<file path="config.mk">
export PLATFORM = sky130hd
export DESIGN_NAME = mcr_config_regs
export DESIGN_NICKNAME = d
export VERILOG_FILES = /design/src/hw/mcr_power_fsm.v /design/src/hw/mcr_build_info.v /design/src/hw/mcr_config_regs.v
export VERILOG_INCLUDE_DIRS = /design/src /design/src/hw
export SDC_FILE = /design/constraint.sdc
export NUM_CORES = 1
export LEC_CHECK = 0
export BUFFER_PORTS_ARGS = -buffer_cell sky130_fd_sc_hd__buf_2
export CAP_MARGIN = 20
export CORE_MARGIN = 2
export CORE_UTILIZATION = 42
export CTS_BUF_LIST = sky130_fd_sc_hd__clkbuf_16
export DETAILED_ROUTE_END_ITERATION = 8
export GPL_TIMING_DRIVEN = 1
export PLACE_DENSITY = 0.8
export SLEW_MARGIN = 10
export SYNTH_ARGS = -nofsm -noshare
export SYNTH_HDL_FRONTEND = slang
export SYNTH_SLANG_ARGS = --single-unit
</file>
<file path="constraint.sdc">
create_clock -name ref_clk -period 2.3 [get_ports ref_clk]
set_input_delay 0.345 -clock ref_clk [delete_from_list [all_inputs] [get_ports ref_clk]]
set_output_delay 0.345 -clock ref_clk [all_outputs]
set_load 0.03 [all_outputs]
</file>
<file path="src/hw/mcr_consts.vh">
`ifndef MCR_CONSTS_VH
`define MCR_CONSTS_VH

// ==========================================================
// register byte offsets (12-bit apb address window)
`define MCR_ADDR_W 12
`define MCR_OFF_STATUS 12'h000
`define MCR_OFF_INFO 12'h004
`define MCR_OFF_SET 12'h008
`define MCR_OFF_CLR 12'h00C

// ==========================================================
// control strobe bit positions (set and clear registers)
`define MCR_B_IRQ_A 0
`define MCR_B_IRQ_B 1
`define MCR_B_LOWPWR 2
`define MCR_B_PEND_A 3
`define MCR_B_PEND_B 4
`define MCR_B_CHK_A 5
`define MCR_B_CHK_B 6

// ==========================================================
// build information defaults (configuration of this build)
`define MCR_EXCL_MON 2'h1
`define MCR_SIZE_A 2'h1
`define MCR_SELS_A 2'h3
`define MCR_KIND_A 2'h1
`define MCR_SIZE_B 2'h2
`define MCR_SELS_B 2'h1
`define MCR_KIND_B 2'h2
`define MCR_KIND_ABSENT 2'h0

// ==========================================================
// timing: cycles spent in the reset state after sys_rst release
`define MCR_INIT_CYCLES 4'h4
`define MCR_CNT_ZERO 4'h0
`define MCR_CNT_ONE 4'h1

// ==========================================================
// data values
`define MCR_ZERO32 32'h0000_0000

`endif

</file>
<file path="src/hw/mcr_power_fsm.v">
`timescale 1ns/100ps
`include "mcr_consts.vh"

// ==========================================================
// controller operating state: reset, ready, low power
module mcr_power_fsm (
  input wire ref_clk, // controller clock
  input wire sys_rst, // synchronous reset, high
  input wire enterReq, // low-power request pulse
  input wire exitReq, // low-power exit pulse
  input wire memIdle, // memory side idle level
  output wire inReset, // controller in reset state
  output wire inLowPower // controller in low-power state
);
  // one-hot state codes
  localparam [2:0] ST_RESET = 3'h1;
  localparam [2:0] ST_READY = 3'h2;
  localparam [2:0] ST_LOWPWR = 3'h4;

  reg [2:0] state_reg; // current state
  reg [2:0] state_next; // next state
  reg [3:0] initCnt_reg; // reset-state countdown
  reg pend_reg; // pending low-power request
  reg pend_next; // next pending flag

  assign inReset = state_reg[0];
  assign inLowPower = state_reg[2];

  // ==========================================================
  // next state
  always @* begin
    state_next = state_reg;
    case (state_reg)
      ST_RESET: begin
        // leave reset once countdown expires
        if (initCnt_reg == `MCR_CNT_ONE)
          state_next = ST_READY;
      end
      ST_READY: begin
        if (pend_reg && memIdle)
          state_next = ST_LOWPWR;
      end
      ST_LOWPWR: begin
        if (exitReq)
          state_next = ST_READY;
      end
      default: state_next = ST_RESET;
    endcase
  end

  // ==========================================================
  // pending request: a new request in ready beats the idle clearing, an exit request beats the new request
  always @* begin
    pend_next = pend_reg;
    if (state_reg != ST_READY || exitReq || memIdle)
      pend_next = 1'b0;
    if (enterReq && state_reg == ST_READY && !exitReq)
      pend_next = 1'b1;
  end

  // ==========================================================
  // state registers
  always @(posedge ref_clk) begin
    if (sys_rst) begin
      state_reg <= ST_RESET;
      initCnt_reg <= `MCR_INIT_CYCLES;
      pend_reg <= 1'b0;
    end else begin
      state_reg <= state_next;
      pend_reg <= pend_next;
      if (initCnt_reg != `MCR_CNT_ZERO)
        initCnt_reg <= initCnt_reg - `MCR_CNT_ONE;
    end
  end
endmodule

</file>
<file path="src/hw/mcr_build_info.v">
`timescale 1ns/100ps
`include "mcr_consts.vh"

// ==========================================================
// read-only build information word
module mcr_build_info #(
  parameter [1:0] EXCL_MON = `MCR_EXCL_MON, // monitor count code
  parameter [1:0] SIZE_A = `MCR_SIZE_A, // port a bus size code
  parameter [1:0] SELS_A = `MCR_SELS_A, // port a selects minus one
  parameter [1:0] KIND_A = `MCR_KIND_A, // port a device kind
  parameter [1:0] SIZE_B = `MCR_SIZE_B, // port b bus size code
  parameter [1:0] SELS_B = `MCR_SELS_B, // port b selects minus one
  parameter [1:0] KIND_B = `MCR_KIND_B // port b kind, 0 = absent
) (
  input wire bootAliasLevelA, // port a remap pin
  input wire bootAliasLevelB, // port b remap pin
  input wire inReset, // controller in reset state
  output wire [31:0] infoWord // assembled word
);
  wire hasB; // port b present
  wire [7:0] fieldsA; // port a byte
  wire [7:0] fieldsB; // port b byte
  wire [31:0] word; // before reset gating

  assign hasB = (KIND_B != `MCR_KIND_ABSENT);
  // port a remap, size, selects, kind
  assign fieldsA = {1'b0, bootAliasLevelA, SIZE_A, SELS_A, KIND_A};
  assign fieldsB = hasB ? {1'b0, bootAliasLevelB, SIZE_B, SELS_B, KIND_B}
                        : 8'h00;
  // monitors in 17:16, reserved bits zero
  assign word = {14'h0000, EXCL_MON, fieldsB, fieldsA};
  assign infoWord = inReset ? `MCR_ZERO32 : word;
endmodule

</file>
<file path="src/hw/mcr_config_regs.v">
// Implementation choices: the placing of the registers and the APB slave port.
`timescale 1ns/100ps
`include "mcr_consts.vh"

// Behaviour
// - build info reads zero in reset state
// - bits 17:16 give monitor count code
// - bits 14 and 6 mirror remap pins
// - width codes in 13:12 and 5:4
// - select counts minus one in 11:10, 3:2
// - device kind in 9:8 and 1:0
// - absent port b zeroes its fields
// - reserved bits 31:18 read zero here
// - control writes ignored during reset state
// - set bits 1:0 enable port irqs
// - set bits 6:5 enable check irqs
// - set bit 2 requests low power when idle
// - clear bit 2 leaves low power
// - clear bits 1:0 disable port irqs
// - clear bits 6:5 disable check irqs
// - clear bits 4:3 clear pending irqs
// - status bit 0 shows low-power state
// - status shows all interrupt enables

// ==========================================================
// configuration and control register bank, apb slave
module mcr_config_regs #(
  parameter [1:0] EXCL_MON = `MCR_EXCL_MON, // monitor count code
  parameter [1:0] SIZE_A = `MCR_SIZE_A, // port a bus size code
  parameter [1:0] SELS_A = `MCR_SELS_A, // port a selects minus one
  parameter [1:0] KIND_A = `MCR_KIND_A, // port a device kind
  parameter [1:0] SIZE_B = `MCR_SIZE_B, // port b bus size code
  parameter [1:0] SELS_B = `MCR_SELS_B, // port b selects minus one
  parameter [1:0] KIND_B = `MCR_KIND_B // port b kind, 0 = absent
) (
  input wire ref_clk, // controller clock, 10 mhz
  input wire sys_rst, // synchronous reset, high
  input wire psel, // apb select
  input wire penable, // apb access phase
  input wire pwrite, // apb direction, 1 = write
  input wire [11:0] paddr, // apb byte address
  input wire [31:0] pwdata, // apb write data
  output wire [31:0] prdata, // apb read data
  output wire pready, // apb ready
  output wire pslverr, // apb error
  input wire bootAliasLevelA, // port a remap pin
  input wire bootAliasLevelB, // port b remap pin
  input wire memIdle, // memory side idle
  input wire rawIrqA, // port a raw interrupt
  input wire rawIrqB, // port b raw interrupt
  input wire rawCheckIrqA, // port a raw ecc interrupt
  input wire rawCheckIrqB, // port b raw ecc interrupt
  output wire irqA, // port a interrupt
  output wire irqB, // port b interrupt
  output wire checkIrqA, // port a ecc interrupt
  output wire checkIrqB, // port b ecc interrupt
  output wire irqClearA, // port a pending clear pulse
  output wire irqClearB, // port b pending clear pulse
  output wire lowPowerActive, // low-power state level
  output wire resetActive // reset state level
);

  // ==========================================================
  // declarations

  // apb phase decode
  wire setupPhase; // first cycle of transfer
  wire accessPhase; // second cycle of transfer
  wire hitStatus; // status register hit
  wire hitInfo; // build info hit
  wire hitSet; // set strobe hit
  wire hitClr; // clear strobe hit
  wire hitAny; // any mapped register
  wire badAccess; // error for this transfer

  // write strobes into the bank
  wire setWr; // write to set register
  wire clrWr; // write to clear register

  // controller state
  wire inReset; // reset state
  wire inLowPower; // low-power state

  // read sources
  wire [31:0] infoWord; // build info word
  wire [31:0] statusWord; // status word
  reg [31:0] readMux; // selected read value

  // enables
  reg irqUnmaskA_reg; // port a irq enable
  reg irqUnmaskB_reg; // port b irq enable
  reg checkIrqOnA_reg; // port a ecc irq enable
  reg checkIrqOnB_reg; // port b ecc irq enable

  // answer registers
  reg [31:0] prdata_reg; // captured read data
  reg err_reg; // captured error

  // output registers
  reg irqA_reg; // port a interrupt
  reg irqB_reg; // port b interrupt
  reg checkIrqA_reg; // port a ecc interrupt
  reg checkIrqB_reg; // port b ecc interrupt
  reg irqClearA_reg; // port a clear pulse
  reg irqClearB_reg; // port b clear pulse

  // ==========================================================
  // write-one enable update
  // set and clear come from different registers, so never both
  function w1Update;
    input cur; // current enable
    input setOne; // write-one set
    input clrOne; // write-one clear
    begin
      w1Update = (cur | setOne) & ~clrOne;
    end
  endfunction

  // ==========================================================
  // address match for one register
  function addrHit;
    input [11:0] addr; // bus address
    input [11:0] off; // register offset
    begin
      addrHit = (addr == off);
    end
  endfunction

  // ==========================================================
  // submodules

  // operating state machine
  mcr_power_fsm uPower (
    .ref_clk(ref_clk),
    .sys_rst(sys_rst),
    .enterReq(setWr & pwdata[`MCR_B_LOWPWR]),
    .exitReq(clrWr & pwdata[`MCR_B_LOWPWR]),
    .memIdle(memIdle),
    .inReset(inReset),
    .inLowPower(inLowPower)
  );

  // build information word
  mcr_build_info #(
    .EXCL_MON(EXCL_MON),
    .SIZE_A(SIZE_A),
    .SELS_A(SELS_A),
    .KIND_A(KIND_A),
    .SIZE_B(SIZE_B),
    .SELS_B(SELS_B),
    .KIND_B(KIND_B)
  ) uInfo (
    .bootAliasLevelA(bootAliasLevelA),
    .bootAliasLevelB(bootAliasLevelB),
    .inReset(inReset),
    .infoWord(infoWord)
  );

  // ==========================================================
  // apb decode

  // phase flags
  assign setupPhase = psel & ~penable;
  assign accessPhase = psel & penable;

  // register hits
  assign hitStatus = addrHit(paddr, `MCR_OFF_STATUS);
  assign hitInfo = addrHit(paddr, `MCR_OFF_INFO);
  assign hitSet = addrHit(paddr, `MCR_OFF_SET);
  assign hitClr = addrHit(paddr, `MCR_OFF_CLR);
  assign hitAny = hitStatus | hitInfo | hitSet | hitClr;

  // unmapped, write to read-only, read of write-only
  assign badAccess = ~hitAny
                   | (pwrite & (hitStatus | hitInfo))
                   | (~pwrite & (hitSet | hitClr));

  // no control write in reset state
  assign setWr = accessPhase & pwrite & hitSet & ~inReset;
  assign clrWr = accessPhase & pwrite & hitClr & ~inReset;

  // zero wait states: the answer is prepared in setup
  assign pready = 1'b1;
  assign pslverr = accessPhase & err_reg;
  assign prdata = prdata_reg;

  // ==========================================================
  // status word assembly
  // bit 0 low power, enables in 8:7 and 2:1
  assign statusWord = {19'h0_0000,
                       rawCheckIrqB, rawCheckIrqA,
                       checkIrqB_reg, checkIrqA_reg,
                       checkIrqOnB_reg, checkIrqOnA_reg,
                       rawIrqB, rawIrqA,
                       irqB_reg, irqA_reg,
                       irqUnmaskB_reg, irqUnmaskA_reg,
                       inLowPower};

  // ==========================================================
  // read selection
  always @* begin
    readMux = `MCR_ZERO32;
    if (inReset) begin
      // reads invalid in reset, show zero
      readMux = `MCR_ZERO32;
    end else if (hitStatus) begin
      readMux = statusWord;
    end else if (hitInfo) begin
      readMux = infoWord;
    end else begin
      // write-only and unmapped read zero
      readMux = `MCR_ZERO32;
    end
  end

  // ==========================================================
  // answer capture at the setup edge
  always @(posedge ref_clk) begin
    if (sys_rst) begin
      prdata_reg <= `MCR_ZERO32;
      err_reg <= 1'b0;
    end else if (setupPhase) begin
      // reads capture data, writes leave zero
      prdata_reg <= pwrite ? `MCR_ZERO32 : readMux;
      err_reg <= badAccess;
    end
  end

  // ==========================================================
  // interrupt enable registers
  // reserved write bits are simply not decoded
  always @(posedge ref_clk) begin
    if (sys_rst) begin
      irqUnmaskA_reg <= 1'b0;
      irqUnmaskB_reg <= 1'b0;
      checkIrqOnA_reg <= 1'b0;
      checkIrqOnB_reg <= 1'b0;
    end else begin
      // port irq enable set and clear
      irqUnmaskA_reg <= w1Update(irqUnmaskA_reg,
                                 setWr & pwdata[`MCR_B_IRQ_A],
                                 clrWr & pwdata[`MCR_B_IRQ_A]);
      irqUnmaskB_reg <= w1Update(irqUnmaskB_reg,
                                 setWr & pwdata[`MCR_B_IRQ_B],
                                 clrWr & pwdata[`MCR_B_IRQ_B]);
      // ecc irq enable set and clear
      checkIrqOnA_reg <= w1Update(checkIrqOnA_reg,
                                  setWr & pwdata[`MCR_B_CHK_A],
                                  clrWr & pwdata[`MCR_B_CHK_A]);
      checkIrqOnB_reg <= w1Update(checkIrqOnB_reg,
                                  setWr & pwdata[`MCR_B_CHK_B],
                                  clrWr & pwdata[`MCR_B_CHK_B]);
    end
  end

  // ==========================================================
  // gated interrupt outputs
  always @(posedge ref_clk) begin
    if (sys_rst) begin
      irqA_reg <= 1'b0;
      irqB_reg <= 1'b0;
      checkIrqA_reg <= 1'b0;
      checkIrqB_reg <= 1'b0;
    end else begin
      irqA_reg <= rawIrqA & irqUnmaskA_reg;
      irqB_reg <= rawIrqB & irqUnmaskB_reg;
      checkIrqA_reg <= rawCheckIrqA & checkIrqOnA_reg;
      checkIrqB_reg <= rawCheckIrqB & checkIrqOnB_reg;
    end
  end

  // ==========================================================
  // pending interrupt clear pulses
  always @(posedge ref_clk) begin
    if (sys_rst) begin
      irqClearA_reg <= 1'b0;
      irqClearB_reg <= 1'b0;
    end else begin
      // one-cycle clear to the irq source
      irqClearA_reg <= clrWr & pwdata[`MCR_B_PEND_A];
      irqClearB_reg <= clrWr & pwdata[`MCR_B_PEND_B];
    end
  end

  // ==========================================================
  // outputs
  assign irqA = irqA_reg;
  assign irqB = irqB_reg;
  assign checkIrqA = checkIrqA_reg;
  assign checkIrqB = checkIrqB_reg;
  assign irqClearA = irqClearA_reg;
  assign irqClearB = irqClearB_reg;
  assign lowPowerActive = inLowPower;
  assign resetActive = inReset;

endmodule

</file>
# Yosys cells after proc, flatten, opt, wreduce, memory -nomap -nowiden
# Index checks and enable logic that the tools add are counted.
# op_classes
eq_ne	11
mux	10
n_addsub	1
bitwise_logic	48
reduce_logical	10
# op_table
op	count
17-bit two-way mux	3
32-bit two-way mux	1
1-bit bitwise AND	30
12-bit by 4-bit == test with 1-bit output, second input constant	2
12-bit by 3-bit == test with 1-bit output, second input constant	1
12-bit logical NOT	1
1-bit OR	10
3-bit two-way mux	3
3-bit case mux with 3 select lines	1
1-bit inverter	8
2-bit by 1-bit != test with 1-bit output, second input constant	3
4-bit by 1-bit == test with 1-bit output, second input constant	1
4-bit nonzero test	1
4-bit by 1-bit subtractor with 4-bit output, second input constant	1
3-bit by 1-bit == test with 1-bit output, second input constant	1
3-bit by 2-bit == test with 1-bit output, second input constant	1
3-bit == test, second input constant	1
1-bit logical AND	3
3-bit by 2-bit != test with 1-bit output, second input constant	1
3-bit AND reduction	1
1-bit logical OR	2
1-bit two-way mux	2
2-bit nonzero test	1
1-bit logical NOT	1
# totals
word_cells	95
regBits	51
inputBits	56

# Depth between registers and ports, before layout
# logic_depth
ltp_word	9
ltp_mapped	6
ltp_nobuf	5

# Hierarchy
# From an unflattened synthesis, not the netlist that was laid out.
# unflattened
cells_unflattened	261
hier_area_um2	2401.1
# by_module_without_submodules
mod	area_per_inst_um2	seq_area_each_um2	cells_each	instances
mcr_config_regs	1745.4	860.8	181	1
mcr_power_fsm	417.9	160.2	47	1
mcr_build_info	237.7	0.0	33	1

# Worst setup path before layout
# OpenSTA, ideal clock, no wires.
# synth_path
path_type	input port to flip-flop
from	in paddr[5]
to	reg prdata_reg[0], in the netlist prdata[0]
arrival_ns	1.871
setup_slack_ns	0.362
path_stages	5
cell_sequence	or4_4 or4_4 or2_1 buf_6 o21ai_2
# synth_between
elab_chain_cells	5
elab_cells_between_ends	6
# synth_lines
element	line_no	text
from (decl)	mcr_config_regs.v:41	input wire [11:0] paddr,
12-bit by 3-bit == test with 1-bit output	mcr_config_regs.v:125	addrHit = (addr == off);
17-bit two-way mux	mcr_config_regs.v:208	end else if (hitInfo) begin
17-bit two-way mux (*)	mcr_config_regs.v:206	end else if (hitStatus) begin
17-bit two-way mux (*)	mcr_config_regs.v:203	if (inReset) begin
32-bit two-way mux (*)	mcr_config_regs.v:224	prdata_reg <= pwrite ? `MCR_ZERO32 : readMux;
to (signal assigned)	mcr_config_regs.v:220	prdata_reg <= `MCR_ZERO32;
to (signal assigned)	mcr_config_regs.v:224	
to (decl)	mcr_config_regs.v:96	reg [31:0] prdata_reg;
# Mark *: on every way between the ends. The rest lies on a longest branch, timed or not.
# A chain may end at the register's enable or synchronous reset.

# Final worst setup path
# layout_path
from	in paddr[5]
to	reg prdata_reg[10], in the netlist prdata[10]
# Same word-level chain as after synthesis.

==> impl_metrics.py <==
metrics = {
    "power": {
        "p_switching_mw": 0.424,
        "pwr-share-seq_pct": 42.8,
        "ir_worst_vdd_mv": 0.334,
        "p_int_mw": 1.12,
        "powerDensity_nw_per_um2": 787,
        "swShare_pct": 27.5,
        "leakage_nw": 0.948,
        "power_frac_clock_pct": 41.1,
        "finalPower_mw": 1.54,
        "comb_power_share_pct": 16.1,
    },
    "logic_synthesis": {
        "netlist_top_cells_count": "dfxtp_1, nand2_1, nor2_1, buf_4, o21ai_2",
        "yosys_warnings": 0,
        "synth_area_leaders": "dfxtp_1, buf_4, o21ai_2",
        "post-synth-top-count-cell": "dfxtp_1",
        "synthFlopType": "dfxtp_1",
        "synth.distinct_cells": 37,
        "synth-edff-count": 0,
        "seq_area_frac_synth_pct": 43.7,
        "async_reset_ff_share_pct": 0,
        "syn_area_per_cell_sq_um": 8.90,
        "synth_seq_cells": 34,
        "netlist_area_sq_um": 1560,
        "synthCells": 175,
        "synth_top_cell_by_area": "dfxtp_1",
        "yosysTopAreaCellShare_pct": 43.7,
    },
    "place": {
        "port_buffers": 55,
        "hpwl_mm": 2.31,
        "place_inst": 274,
        "place_congestion": 0.760,
        "pre_cts_ws_ps": 50.6,
    },
    "sta": {
        "rsz0062_at_grt": "false",
        "setup_tns_ps": 0,
        "hold_violations": 0,
        "setup_slack_ps": 364,
        "period_needed_ps": 1940,
        "setup_violations": 0,
        "worst_slew_pin_slew_ps": 520,
        "slew_viol_final": 0,
        "slew_headroom_pct": 65.3,
        "timing.fmax_ghz": 0.517,
        "skew_ps": 2.05,
        "post-route-period-util_pct": 84.2,
    },
    "clock_network": {
        "cts_tree": "built",
        "htree_levels": 2,
        "cts.sinks": 34,
        "clock_path_buffers": 2,
        "clkLatencyLatePin_ps": 270,
        "clkTransAtPathRegs_ps": 50,
        "cts_resized": 0,
        "numCtsBuffers": 5,
        "cts_setup_buffers": 0,
        "cts_hold_buf": 0,
        "root_buffer": "clkbuf_16",
    },
    "grt": {
        "grt_overflow": 0,
        "first_global_vias": 1158,
        "grt_max_degree": 20,
        "antenna_found_initial": 0,
        "grtUsageTotal_pct": 15.3,
        "grt_pass1_wl_mm": 4.93,
    },
    "layout": {
        "largest_register_ffs": 15,
        "drive_above_1_share_pct": 33.8,
        "multi_input_area_sq_um": 742,
        "area_growth_pct": 25.8,
        "layout.nets": 292,
        "diodes": 0,
        "stdcell_count": 282,
        "regArea_sq_um": 681,
        "num-fill-cells": 359,
        "final_util_pct": 54.3,
    },
    "worst_hold_path": {
        "hold_path_depth": 2,
        "hold_class": "primary input to flip-flop",
    },
    "drt": {
        "drc": 0,
        "vias": 1291,
        "drtAntennaViolNets": 0,
        "detail_route.first_pass.iterations": 4,
        "drt-initial-drc-count": 49,
        "viasPerCell": 4.58,
        "drt_wl_total_mm": 3.03,
        "wl_per_cell_um": 10.7,
    },
    "worst_setup_path": {
        "critical_path_class": "primary input to flip-flop",
        "required_ps": 2510,
        "cp_max_fo": 9,
        "endpoint_kind": "flip-flop",
        "path_common_cell": "or4_4",
        "startpoint_type": "primary input",
        "reg2regPathDepth": 4,
        "crit_slowest_cell": "or4_4",
        "crit_chain": "buf_2 > or4_4 > or4_4 > or2_1 > o21ai_2",
        "max_stage_delay_ps": 540,
        "critical_path_arrival_ps": 2140,
    },
    "job": {
        "drv_cap": 0,
    },
    "run_status": {
        "status": "finished clean",
    },
    "die": {
        "core_area_sq_um": 3610,
        "dieArea_sq_um": 4210,
        "num_rows": 22,
        "ios": 98,
        "die_h_um": 64.9,
        "start_util_pct": 43.2,
        "die_width_um": 64.9,
    },
}
[kinds of logic after synthesis]
| group | synth area share [%] |
|---|---|
| other cells | 0.482 |
| mux | 3.21 |
| xor+xnor | 1.12 |
| compound gates | 13.9 |
| buf+inv | 12.3 |
| simple gates | 22.9 |
| fa+ha+maj | 2.41 |
| flops | 43.7 |
[path summary, 6_finish.rpt]
kind	startpoint	end	slack, ps
setup / recovery	paddr[5]	prdata[10]	360
hold / removal	rawCheckIrqA	prdata[11]	300
setup reg to reg	uPower.state_reg[0]	prdata[10]	860
hold reg to reg	prdata[6]	prdata[6]	440
[layout by cell type (no fill, tap or decap), types with 2 or more instances in the layout]
cell / n
a21oi_1: 5
a22o_1: 6
and3_1: 3
buf_2: 55
buf_4: 4
clkbuf_16: 5
conb_1: 17
dfxtp_1: 34
ha_1: 3
inv_1: 8
mux2i_1: 5
nand2_1: 20
nand2b_1: 5
nand3_1: 4
nand3b_1: 2
nor2_1: 19
nor3b_1: 2
nor4_1: 2
o21ai_0: 3
o21ai_2: 9
o22ai_1: 2
or4_4: 2
xnor2_1: 2
[power groups by stage]
| stage | Clock, mW | Sequential [mW] | Combinational, mW |
|---|---|---|---|
| 2_1_floorplan | 0 | 0.669 | 0.208 |
| 3_3_place_gp | 0 | 0.671 | 0.243 |
| 3_5_place_dp | 0 | 0.672 | 0.250 |
| 4_1_cts | 0.651 | 0.660 | 0.250 |
| 5_1_grt | 0.675 | 0.666 | 0.287 |
| 6_report | 0.634 | 0.661 | 0.249 |
[through the flow]
step / hold slack (ps) / instance area [sq um]
after floorplan: 423 / 1610
after global placement: 431 / 1820
after detailed placement: 435 / 1820
after CTS: 297 / 1960
after global routing: 319 / 1960
final: 298 / 1960
[worst max-delay path, delay by kind of cell]
family | cells | cell delay (ps)
buf+inv | 1 | 100
compound gates | 1 | 200
simple gates | 3 | 1500
[layer usage]
metal / vias up / wire length (um) / share of wire (%) / global-route usage [%]
li1: 670 / - / - / -
met3: 4 / 178 / 5.9 / 3.13
met1: 567 / 1370 / 45 / 19.8
met4: 0 / 43 / 1.4 / 7.18
met2: 50 / 1440 / 47 / 24.4
met5: - / 0 / 0 / 0
[layout make-up]
class                   count  share of cell area [%]
clock buffers               5                    6.39
clock inverters             3                   0.830
multi-input cells         125                    37.9
well taps                  48                    3.07
inverters                   8                    1.53
flip-flops and latches     34                    34.7
repair buffers             59                    15.6
No activity file was read; power rests on OpenSTA's default activity.
